--- src/hw/cgr_pkg.sv ---
// Constants, field positions, reset values and types for clock generator bytes 9 to 14.
// Assumes a byte-wide register port fed by the serial management bus engine.
package cgr_pkg;
    // ==========================================================
    // Register map
    localparam int CGR_NREG = 6;
    localparam logic [7:0] CGR_OFS_FIRST = 8'h09;
    localparam logic [7:0] CGR_OFS_LAST = 8'h0e;
    localparam logic [7:0] CGR_OFS_STOP = 8'h09;
    localparam logic [7:0] CGR_OFS_PLL = 8'h0a;
    localparam logic [7:0] CGR_OFS_CPU2 = 8'h0b;
    localparam logic [7:0] CGR_OFS_BCNT = 8'h0c;
    localparam logic [7:0] CGR_OFS_DRV = 8'h0d;
    localparam logic [7:0] CGR_OFS_SPRD = 8'h0e;
    localparam int CGR_I_STOP = 0;
    localparam int CGR_I_PLL = 1;
    localparam int CGR_I_CPU2 = 2;
    localparam int CGR_I_BCNT = 3;
    localparam int CGR_I_DRV = 4;
    localparam int CGR_I_SPRD = 5;
    // ==========================================================
    // Writable bits and values after reset, one entry per register
    localparam logic [7:0] CGR_WR_MASK [CGR_NREG] = '{8'hb8, 8'h7f, 8'h01, 8'h3f, 8'hff, 8'h21};
    localparam logic [7:0] CGR_RST_VAL [CGR_NREG] = '{8'h20, 8'h3f, 8'h01, 8'h0d, 8'h68, 8'h01};
    // ==========================================================
    // Field positions
    localparam int CGR_B_PCIF0 = 7;
    localparam int CGR_B_TRUST = 6;
    localparam int CGR_B_REFMID = 5;
    localparam int CGR_B_TSEL = 4;
    localparam int CGR_B_TENT = 3;
    localparam int CGR_B_SHSEL = 7;
    localparam int CGR_B_PLL3 = 6;
    localparam int CGR_B_PLL2 = 5;
    localparam int CGR_B_SRCDIV = 4;
    localparam int CGR_B_PCIDIV = 3;
    localparam int CGR_B_CPUDIV = 2;
    localparam int CGR_B_CPU1 = 1;
    localparam int CGR_B_CPU0 = 0;
    localparam int CGR_B_CPU2 = 0;
    localparam int CGR_B_REFTOP = 1;
    localparam int CGR_B_REFLOW = 0;
    localparam int CGR_B_SPRD = 5;
    localparam int CGR_B_SWHALT = 0;
    // ==========================================================
    // Processor stop sampler
    typedef enum logic [1:0] {
        CGR_CPU_RUN = 2'b00,
        CGR_CPU_SEEN = 2'b01,
        CGR_CPU_ARMED = 2'b10
    } cgr_cpu_state_t;
endpackage : cgr_pkg

--- src/hw/cgr_stop_if.sv ---
// Stop request, period tick, stoppable mask and halt answer between top and a stop gate.
// Assumes one clock domain; tick marks a period boundary of the gated output clock.
`timescale 1ns/100ps
interface cgr_stop_if;
    logic stop_req;
    logic tick;
    logic [2:0] stoppable;
    logic [2:0] halt;
    modport ctl (output stop_req, output tick, output stoppable, input halt);
    modport gate (input stop_req, input tick, input stoppable, output halt);
endinterface : cgr_stop_if

--- src/hw/cgr_regs.sv ---
// Clock generator configuration bytes 9 to 14 with stop gating for processor and bus clocks.
// Assumes a byte register port from the management bus engine, straps stable at reset release.
//
// Behaviour
// - Byte 9 bit 7 makes free bus output 0 stoppable; resets 0.
// - Byte 9 bit 6 reads the trusted-mode strap caught at reset.
// - Byte 9 bit 3 enters test mode when 1; resets 0.
// - Byte 9 bit 4 picks tri-state or divided reference in test mode.
// - Byte 10 bit 7 reads the latched shared output select strap.
// - Byte 10 bit 6 powers third PLL; reset value follows that strap.
// - Byte 10 bit 5 powers second PLL; resets 1.
// - Byte 10 bits 4..2 enable serial ref, bus and processor dividers; reset 1.
// - Byte 10 bits 1,0 make processor outputs 1,0 stoppable; reset 1.
// - Byte 11 bit 0 makes processor output 2 stoppable; upper bits reserved.
// - Byte 13 bits 7..5 bus drive strength code, default 011.
// - Byte 13 bits 4..2 USB drive strength code, default 010.
// - Reference code is byte13 bit1, byte9 bit5, byte13 bit0; default 010.
// - Byte 14 bit 5 picks first PLL spread 0.5 or 1 percent.
// - Writing 0 to byte 14 bit 0 halts stoppable bus outputs whole.
// - Writing 1 to byte 14 bit 0 restarts them without short pulses.
// - Bus clocks resume within two bus periods after stop release.
// - Stoppable processor outputs halt within two to six periods, true high.
`timescale 1ns/100ps
module cgr_regs
    import cgr_pkg::*;
(
    input wire logic sys_clk_i,
    input wire logic resetn_i,
    input wire logic ce_i,
    input wire logic [7:0] reg_addr_i,
    input wire logic [7:0] reg_wdata_i,
    input wire logic reg_wr_i,
    input wire logic reg_rd_i,
    output logic [7:0] reg_rdata_o,
    output logic reg_ack_o,
    input wire logic trusted_mode_strap_i,
    input wire logic shared_output_select_strap_i,
    input wire logic cpu_stop_n_i,
    input wire logic pci_stop_n_i,
    input wire logic cpu_tick_i,
    input wire logic pci_tick_i,
    input wire logic src_stoppable_i,
    output logic [2:0] proc_halt_o,
    output logic pci_halt_o,
    output logic free_pci_out0_halt_o,
    output logic src_halt_o,
    output logic trusted_mode_o,
    output logic panel_100mhz_clock_sel_o,
    output logic test_mode_o,
    output logic test_ref_div_sel_o,
    output logic third_pll_power_o,
    output logic second_pll_power_o,
    output logic serial_ref_divider_enable_o,
    output logic pci_divider_enable_o,
    output logic proc_divider_enable_o,
    output logic [5:0] byte_count_field_o,
    output logic [2:0] pci_drive_strength_code_o,
    output logic [2:0] usb_drive_strength_code_o,
    output logic [2:0] ref_drive_strength_code_o,
    output logic pll1_spread_1pct_o,
    output logic software_bus_clock_halt_o
);
    // ==========================================================
    // Declarations
    logic [7:0] regs [CGR_NREG];
    logic [7:0] next_regs [CGR_NREG];
    logic [7:0] rd_val [CGR_NREG];
    logic trusted_mode_strap, next_trusted_mode_strap;
    logic shared_output_select_strap, next_shared_output_select_strap;
    logic [7:0] next_rdata;
    logic next_ack;
    logic in_map;
    logic [7:0] idx_full;
    logic [2:0] idx;
    logic [2:0] proc_stoppable;
    logic [2:0] pci_halt_bus;
    cgr_stop_if cpu_if ();
    cgr_stop_if pci_if ();

    assign idx_full = reg_addr_i - CGR_OFS_FIRST;
    assign idx = idx_full[2:0];
    assign in_map = (reg_addr_i >= CGR_OFS_FIRST) && (reg_addr_i <= CGR_OFS_LAST);

    // ==========================================================
    // Strap capture
    // Straps are caught while reset is held and kept afterwards
    always_comb begin
        next_trusted_mode_strap = trusted_mode_strap;
        next_shared_output_select_strap = shared_output_select_strap;
        if (!resetn_i) begin
            next_trusted_mode_strap = trusted_mode_strap_i;
            next_shared_output_select_strap = shared_output_select_strap_i;
        end
    end

    always_ff @(posedge sys_clk_i) begin
        trusted_mode_strap <= next_trusted_mode_strap;
        shared_output_select_strap <= next_shared_output_select_strap;
    end

    // ==========================================================
    // Register entries
    // Only bits in the write mask ever change, so reserved and strap bits stay clear
    for (genvar gi = 0; gi < CGR_NREG; gi++) begin : g_reg
        logic [7:0] rst_val;
        logic [7:0] ro_bits;
        always_comb begin
            rst_val = CGR_RST_VAL[gi];
            ro_bits = 8'h00;
            if (gi == CGR_I_PLL) begin
                rst_val[CGR_B_PLL3] = shared_output_select_strap_i;
                ro_bits[CGR_B_SHSEL] = shared_output_select_strap;
            end
            if (gi == CGR_I_STOP) begin
                ro_bits[CGR_B_TRUST] = trusted_mode_strap;
            end
            next_regs[gi] = regs[gi];
            if (ce_i && reg_wr_i && in_map && (idx == 3'(gi))) begin
                next_regs[gi] = (reg_wdata_i & CGR_WR_MASK[gi]) |
                    (regs[gi] & ~CGR_WR_MASK[gi]);
            end
        end

        always_ff @(posedge sys_clk_i) begin
            if (!resetn_i) begin
                regs[gi] <= rst_val;
            end else begin
                regs[gi] <= next_regs[gi];
            end
        end

        assign rd_val[gi] = regs[gi] | ro_bits;
    end

    // ==========================================================
    // Read port
    // Unmapped offsets read as zero so a stray block read stays harmless
    always_comb begin
        next_rdata = reg_rdata_o;
        next_ack = reg_ack_o;
        if (ce_i) begin
            next_ack = reg_rd_i;
            if (reg_rd_i) begin
                next_rdata = in_map ? rd_val[idx] : 8'h00;
            end
        end
    end

    always_ff @(posedge sys_clk_i) begin
        if (!resetn_i) begin
            reg_rdata_o <= 8'h00;
            reg_ack_o <= 1'b0;
        end else begin
            reg_rdata_o <= next_rdata;
            reg_ack_o <= next_ack;
        end
    end

    // ==========================================================
    // Configuration outputs
    assign trusted_mode_o = trusted_mode_strap;
    assign panel_100mhz_clock_sel_o = shared_output_select_strap;
    assign test_mode_o = regs[CGR_I_STOP][CGR_B_TENT];
    assign test_ref_div_sel_o = regs[CGR_I_STOP][CGR_B_TSEL];
    assign third_pll_power_o = regs[CGR_I_PLL][CGR_B_PLL3];
    assign second_pll_power_o = regs[CGR_I_PLL][CGR_B_PLL2];
    assign serial_ref_divider_enable_o = regs[CGR_I_PLL][CGR_B_SRCDIV];
    assign pci_divider_enable_o = regs[CGR_I_PLL][CGR_B_PCIDIV];
    assign proc_divider_enable_o = regs[CGR_I_PLL][CGR_B_CPUDIV];
    assign byte_count_field_o = regs[CGR_I_BCNT][5:0];
    assign pci_drive_strength_code_o = regs[CGR_I_DRV][7:5];
    assign usb_drive_strength_code_o = regs[CGR_I_DRV][4:2];
    assign ref_drive_strength_code_o = {regs[CGR_I_DRV][CGR_B_REFTOP],
        regs[CGR_I_STOP][CGR_B_REFMID], regs[CGR_I_DRV][CGR_B_REFLOW]};
    assign pll1_spread_1pct_o = regs[CGR_I_SPRD][CGR_B_SPRD];
    assign software_bus_clock_halt_o = ~regs[CGR_I_SPRD][CGR_B_SWHALT];

    // ==========================================================
    // Stop gating
    assign proc_stoppable = {regs[CGR_I_CPU2][CGR_B_CPU2], regs[CGR_I_PLL][CGR_B_CPU1],
        regs[CGR_I_PLL][CGR_B_CPU0]};
    assign cpu_if.stop_req = ~cpu_stop_n_i;
    assign cpu_if.tick = cpu_tick_i;
    assign cpu_if.stoppable = proc_stoppable;
    // Software halt and the pin share one path, so both stop on the same tick
    assign pci_if.stop_req = ~pci_stop_n_i | ~regs[CGR_I_SPRD][CGR_B_SWHALT];
    assign pci_if.tick = pci_tick_i;
    assign pci_if.stoppable = {src_stoppable_i, regs[CGR_I_STOP][CGR_B_PCIF0], 1'b1};

    cgr_cpu_stop u_cpu_stop (
        .sys_clk_i (sys_clk_i),
        .resetn_i (resetn_i),
        .ce_i (ce_i),
        .stop (cpu_if.gate)
    );

    cgr_pci_stop u_pci_stop (
        .sys_clk_i (sys_clk_i),
        .resetn_i (resetn_i),
        .ce_i (ce_i),
        .stop (pci_if.gate)
    );

    assign pci_halt_bus = pci_if.halt;
    assign proc_halt_o = cpu_if.halt;
    assign pci_halt_o = pci_halt_bus[0];
    assign free_pci_out0_halt_o = pci_halt_bus[1];
    assign src_halt_o = pci_halt_bus[2];
endmodule : cgr_regs

--- src/hw/cgr_cpu_stop.sv ---
// Processor clock stop gate: two tick samples of the request, then halt on the next tick.
// Assumes stop_req is active high and tick is a one-cycle pulse per processor clock period.
`timescale 1ns/100ps
module cgr_cpu_stop
    import cgr_pkg::*;
(
    input wire logic sys_clk_i,
    input wire logic resetn_i,
    input wire logic ce_i,
    cgr_stop_if.gate stop
);
    cgr_cpu_state_t state, next_state;
    logic [2:0] halt, next_halt;

    // ==========================================================
    // Sampler and halt
    // Halting only on a tick keeps every pulse whole
    always_comb begin
        next_state = state;
        next_halt = halt;
        if (ce_i && stop.tick) begin
            unique case (state)
                CGR_CPU_RUN: next_state = stop.stop_req ? CGR_CPU_SEEN : CGR_CPU_RUN;
                CGR_CPU_SEEN: next_state = stop.stop_req ? CGR_CPU_ARMED : CGR_CPU_RUN;
                CGR_CPU_ARMED: next_state = stop.stop_req ? CGR_CPU_ARMED : CGR_CPU_RUN;
                default: next_state = CGR_CPU_RUN;
            endcase
            if (!stop.stop_req) begin
                next_halt = 3'h0;
            end else if (state == CGR_CPU_ARMED) begin
                next_halt = stop.stoppable;
            end
        end
    end

    always_ff @(posedge sys_clk_i) begin
        if (!resetn_i) begin
            state <= CGR_CPU_RUN;
            halt <= 3'h0;
        end else begin
            state <= next_state;
            halt <= next_halt;
        end
    end

    assign stop.halt = halt;
endmodule : cgr_cpu_stop

--- src/hw/cgr_pci_stop.sv ---
// Bus clock stop gate: halts and resumes stoppable outputs on the next period tick.
// Assumes stop_req already merges the stop pin and the software halt bit.
`timescale 1ns/100ps
module cgr_pci_stop
    import cgr_pkg::*;
(
    input wire logic sys_clk_i,
    input wire logic resetn_i,
    input wire logic ce_i,
    cgr_stop_if.gate stop
);
    logic [2:0] halt, next_halt;

    // ==========================================================
    // Halt register
    always_comb begin
        next_halt = halt;
        if (ce_i && stop.tick) begin
            next_halt = stop.stop_req ? stop.stoppable : 3'h0;
        end
    end

    always_ff @(posedge sys_clk_i) begin
        if (!resetn_i) begin
            halt <= 3'h0;
        end else begin
            halt <= next_halt;
        end
    end

    assign stop.halt = halt;
endmodule : cgr_pci_stop

--- config.mk ---
export PLATFORM = sky130hd
export DESIGN_NAME = cgr_regs
export DESIGN_NICKNAME = d
export VERILOG_FILES = /design/src/hw/cgr_pkg.sv /design/src/hw/cgr_stop_if.sv /design/src/hw/cgr_regs.sv /design/src/hw/cgr_cpu_stop.sv /design/src/hw/cgr_pci_stop.sv
export SDC_FILE = /design/constraint.sdc
export NUM_CORES = 1
export LEC_CHECK = 0
export ABC_AREA = 1
export BUFFER_PORTS_ARGS = -buffer_cell sky130_fd_sc_hd__clkbuf_2
export CAP_MARGIN = 20
export CORE_MARGIN = 8
export CORE_UTILIZATION = 47
export CTS_BUF_LIST = sky130_fd_sc_hd__clkbuf_8 sky130_fd_sc_hd__clkbuf_16
export DETAILED_ROUTE_END_ITERATION = 8
export PLACE_DENSITY = 0.81
export SKIP_CTS_REPAIR_TIMING = 1
export SLEW_MARGIN = 15
export SYNTH_ARGS = -nofsm -noshare
export SYNTH_HDL_FRONTEND = slang
export SYNTH_SLANG_ARGS = --single-unit
--- constraint.sdc ---
create_clock -name sys_clk_i -period 2 [get_ports sys_clk_i]
set_input_delay 0.4 -clock sys_clk_i [delete_from_list [all_inputs] [get_ports sys_clk_i]]
set_output_delay 0.4 -clock sys_clk_i [all_outputs]
set_load 0.02 [all_outputs]
==> key figures <==
Outcome
  • Status: completed

Power
  • Internal Power: 1.27 mW
  • Clock network power share: 30.8%
  • Logic pwr share: 13.3%
  • Maximum VDD drop: 0.297 mV
  • Sw frac: 26.5%
  • Psw: 0.458 mW
  • Reg power frac: 55.9%
  • Pwr/cell area: 600 mW/mm²
  • Leakage: 1.50 nW

STA
  • Min Tclk post-route: 1.67 ns
  • Fin Clk Skew: 0.00719 ns
  • Relative slew slack: 63.9%
  • Final Setup Violations: 0
  • Actual slew at the worst max-slew pin: 0.538 ns
  • Final Cycle Share: 83.5%
  • RSZ-0062 raised after global routing: no
  • Final worst setup slack: 0.330 ns
  • F_max: 0.599 GHz
  • Pins over their slew limit: 0
  • TNS Setup: 0 ns
  • Final Hold Violating Endpoints: 0

Synthesis
  • Yosys top cell area share: 36.0%
  • Synthesized area: 0.00244 mm²
  • Number of synthesized register bits: 47
  • Most numerous cell in the Yosys netlist: nand2_1
  • Ranking of synthesized cells by area: dfxtp_1 (36%), nand2_1 (14%), nand3_1 (12%)
  • Mean Syn Cell Area: 6.85 µm²
  • Ys Warns: 0
  • Synth cell types: 24
  • Synth area leader: dfxtp_1
  • Ys async rst share: 0%
  • Post-synth EDFFs: 3
  • Cells after Synth: 357
  • Synth cell count leaders: nand2_1 (89), nand3_1 (58), inv_1 (53)
  • Syn_nets: 394
  • Seq/Total Area, Yosys: 39.7%
  • Top_reg_cell synth: dfxtp_1

Hold path
  • Hold crit path type: in -> reg

Cells and area
  • NumNets Final: 457
  • Share of layout cells above drive strength 1: 22.4%
  • N_diodes: 0
  • Synth-to-Final Area Change: 17.9%
  • Layout Utilization: 56.8%
  • Fillers: 505

Critical path
  • CP endpoint kind: flip-flop
  • CP Launch Type: input pin
  • Critical path peak fanout: 19
  • Crit Path Class: in -> reg
  • WP data required: 2.24 ns
  • Critical path data arrival time: 1.91 ns

Die
  • Core area: 0.00507 mm²
  • Width of the die: 88.1 µm
  • Starting Density: 48.2%
  • Vert. Die Dim: 88.1 µm
  • Core Rows: 26
  • Die ar.: 0.00777 mm²
  • Count of boundary I/O pins: 69

Clock network
  • Total CTS buffers: 5
  • Worst skew pair latency: 0.30 ns
  • Bufs on Longest Clock Path: 2
  • Htree depth: 2
  • Clock sink count: 47
  • Clock slew at reported path FFs: 0.08 ns
  • CTS tree: built
  • Clock root cell: clkbuf_8

Place
  • Post-Place Setup Slack: 0.0383 ns
  • Final HPWL DP: 5.24 mm
  • Placer's final routability congestion estimate: 0.926
  • IO buf count: 68

GRT
  • Initial antenna violation count: 0
  • First-pass GRT wire length: 10.7 mm
  • Grt met2 use: 27.6%
  • Vias in the first global route: 2,291
  • Grt ovf: 0
  • Largest net degree at the start of global routing: 30
  • GR Layer Usage met3: 4.88%
  • Met1 Use GR: 21.3%
  • Tot GR Track Use: 17.4%
  • GR peak layer: met2

Drt
  • WL per Instance: 13.5 µm
  • DRC Markers: 0
  • Iteration-0 DRC Markers: 216
  • DR vias/cell: 4.87
  • Vias: 2,384
  • Final WL: 6.62 mm
  • 1st-pass router iterations: 4
  • Post-route ant nets: 0

Job
  • Max-cap violations: 0
## power by group through the flow
stage	clock network (mW)	registers (mW)	logic, mW
after floorplan	0	0.999	0.121
after global placement	0	0.988	0.220
after detailed placement	0	0.988	0.228
after CTS	0.542	0.966	0.229
after global routing	0.583	0.967	0.256
final	0.532	0.966	0.230
## sequential cells by signal, summed over array words and instances, names as in the netlist
| signal | count |
|---|---|
| reg_rdata_o | 8 |
| regs | 28 |
| reg_ack_o | 1 |
| u_cpu_stop.stop.halt | 3 |
| panel_100mhz_clock_sel_o | 1 |
| trusted_mode_o | 1 |
| u_pci_stop.stop.halt | 3 |
| u_cpu_stop.state | 2 |
## path summary, 6_finish.rpt
check        slack (ns)                                    to                              from  depth (start not counted)
max                0.33               regs[0][3]$_SDFFE_PN0P_                     reg_addr_i[0]                         14
min                0.28              trusted_mode_o$_DFFE_PN_              trusted_mode_strap_i                          1
max reg2reg        0.63  u_cpu_stop.stop.halt[1]$_SDFFE_PN0P_  u_cpu_stop.state[0]$_SDFFE_PN0P_                          6
min reg2reg        0.47                reg_ack_o$_SDFFE_PN0P_            reg_ack_o$_SDFFE_PN0P_                          2
## kinds of logic (layout without fill, tap and decap cells)
| family | count (synthesis) | after routing | share of synthesized area, % |
|---|---|---|---|
| AO/OA/AOI/OAI | 39 | 39 | 8.60 |
| adder cells (fa/ha/maj) | 9 | 9 | 4.61 |
| buffers and inverters | 81 | 144 | 15.3 |
| flip-flops | 47 | 47 | 39.7 |
| AND/OR/NAND/NOR | 181 | 181 | 31.8 |
## placed cells by master, fill, tap and decap left out
master,instances
a211oi_1,2
a21oi_1,21
buf_4,13
clkbuf_2,68
clkbuf_8,5
clkinv_1,2
dfxtp_1,44
edfxtp_1,3
ha_1,9
inv_1,55
inv_2,1
nand2_1,89
nand2_2,3
nand3_1,58
nor2_1,25
nor2_2,1
nor2_4,1
nor3_1,2
o211ai_1,2
o21a_1,2
o21ai_0,11
o21ai_1,1
or2_2,2
## worst max-delay path, stage by stage
cell and delay [ns]:
clkbuf_2 0.09, buf_4 0.21, ha_1 0.19, inv_1 0.05, nand2_1 0.06, nand2_1 0.05
nand2_1 0.07, nand2_2 0.09, nor2_4 0.13, buf_4 0.25, nand2_2 0.11, nand2_1 0.08
inv_1 0.04, nor2_1 0.09
## metrics by stage
stage	cell area [µm²]	hold slack, ns	std cells	power (mW)
2_1_floorplan	2440	0.444	357	1.12
3_3_place_gp	2810	0.449	483	1.21
3_5_place_dp	2810	0.455	483	1.22
4_1_cts	2880	0.272	490	1.74
5_1_grt	2880	0.262	490	1.81
6_report	2880	0.278	490	1.73
## area by class of cell
class / count / area [µm²] / share of cell area (%)
Clock buffer: 5 / 68.8 / 2.39
Sequential cell: 47 / 971 / 33.7
Inverter: 56 / 210 / 7.29
Tap cell: 70 / 87.6 / 3.04
Clock inverter: 2 / 7.51 / 0.260
Multi-Input combinational cell: 229 / 1100 / 38.2
Timing Repair Buffer: 81 / 438 / 15.2
## per-layer routing
metal,up-vias,part of all wire (%)
li1,1233,-
met1,1033,42
met2,106,46
met3,12,9.5
met4,0,2.4
met5,-,0
Note: power is estimated with default switching activity, not from simulation.
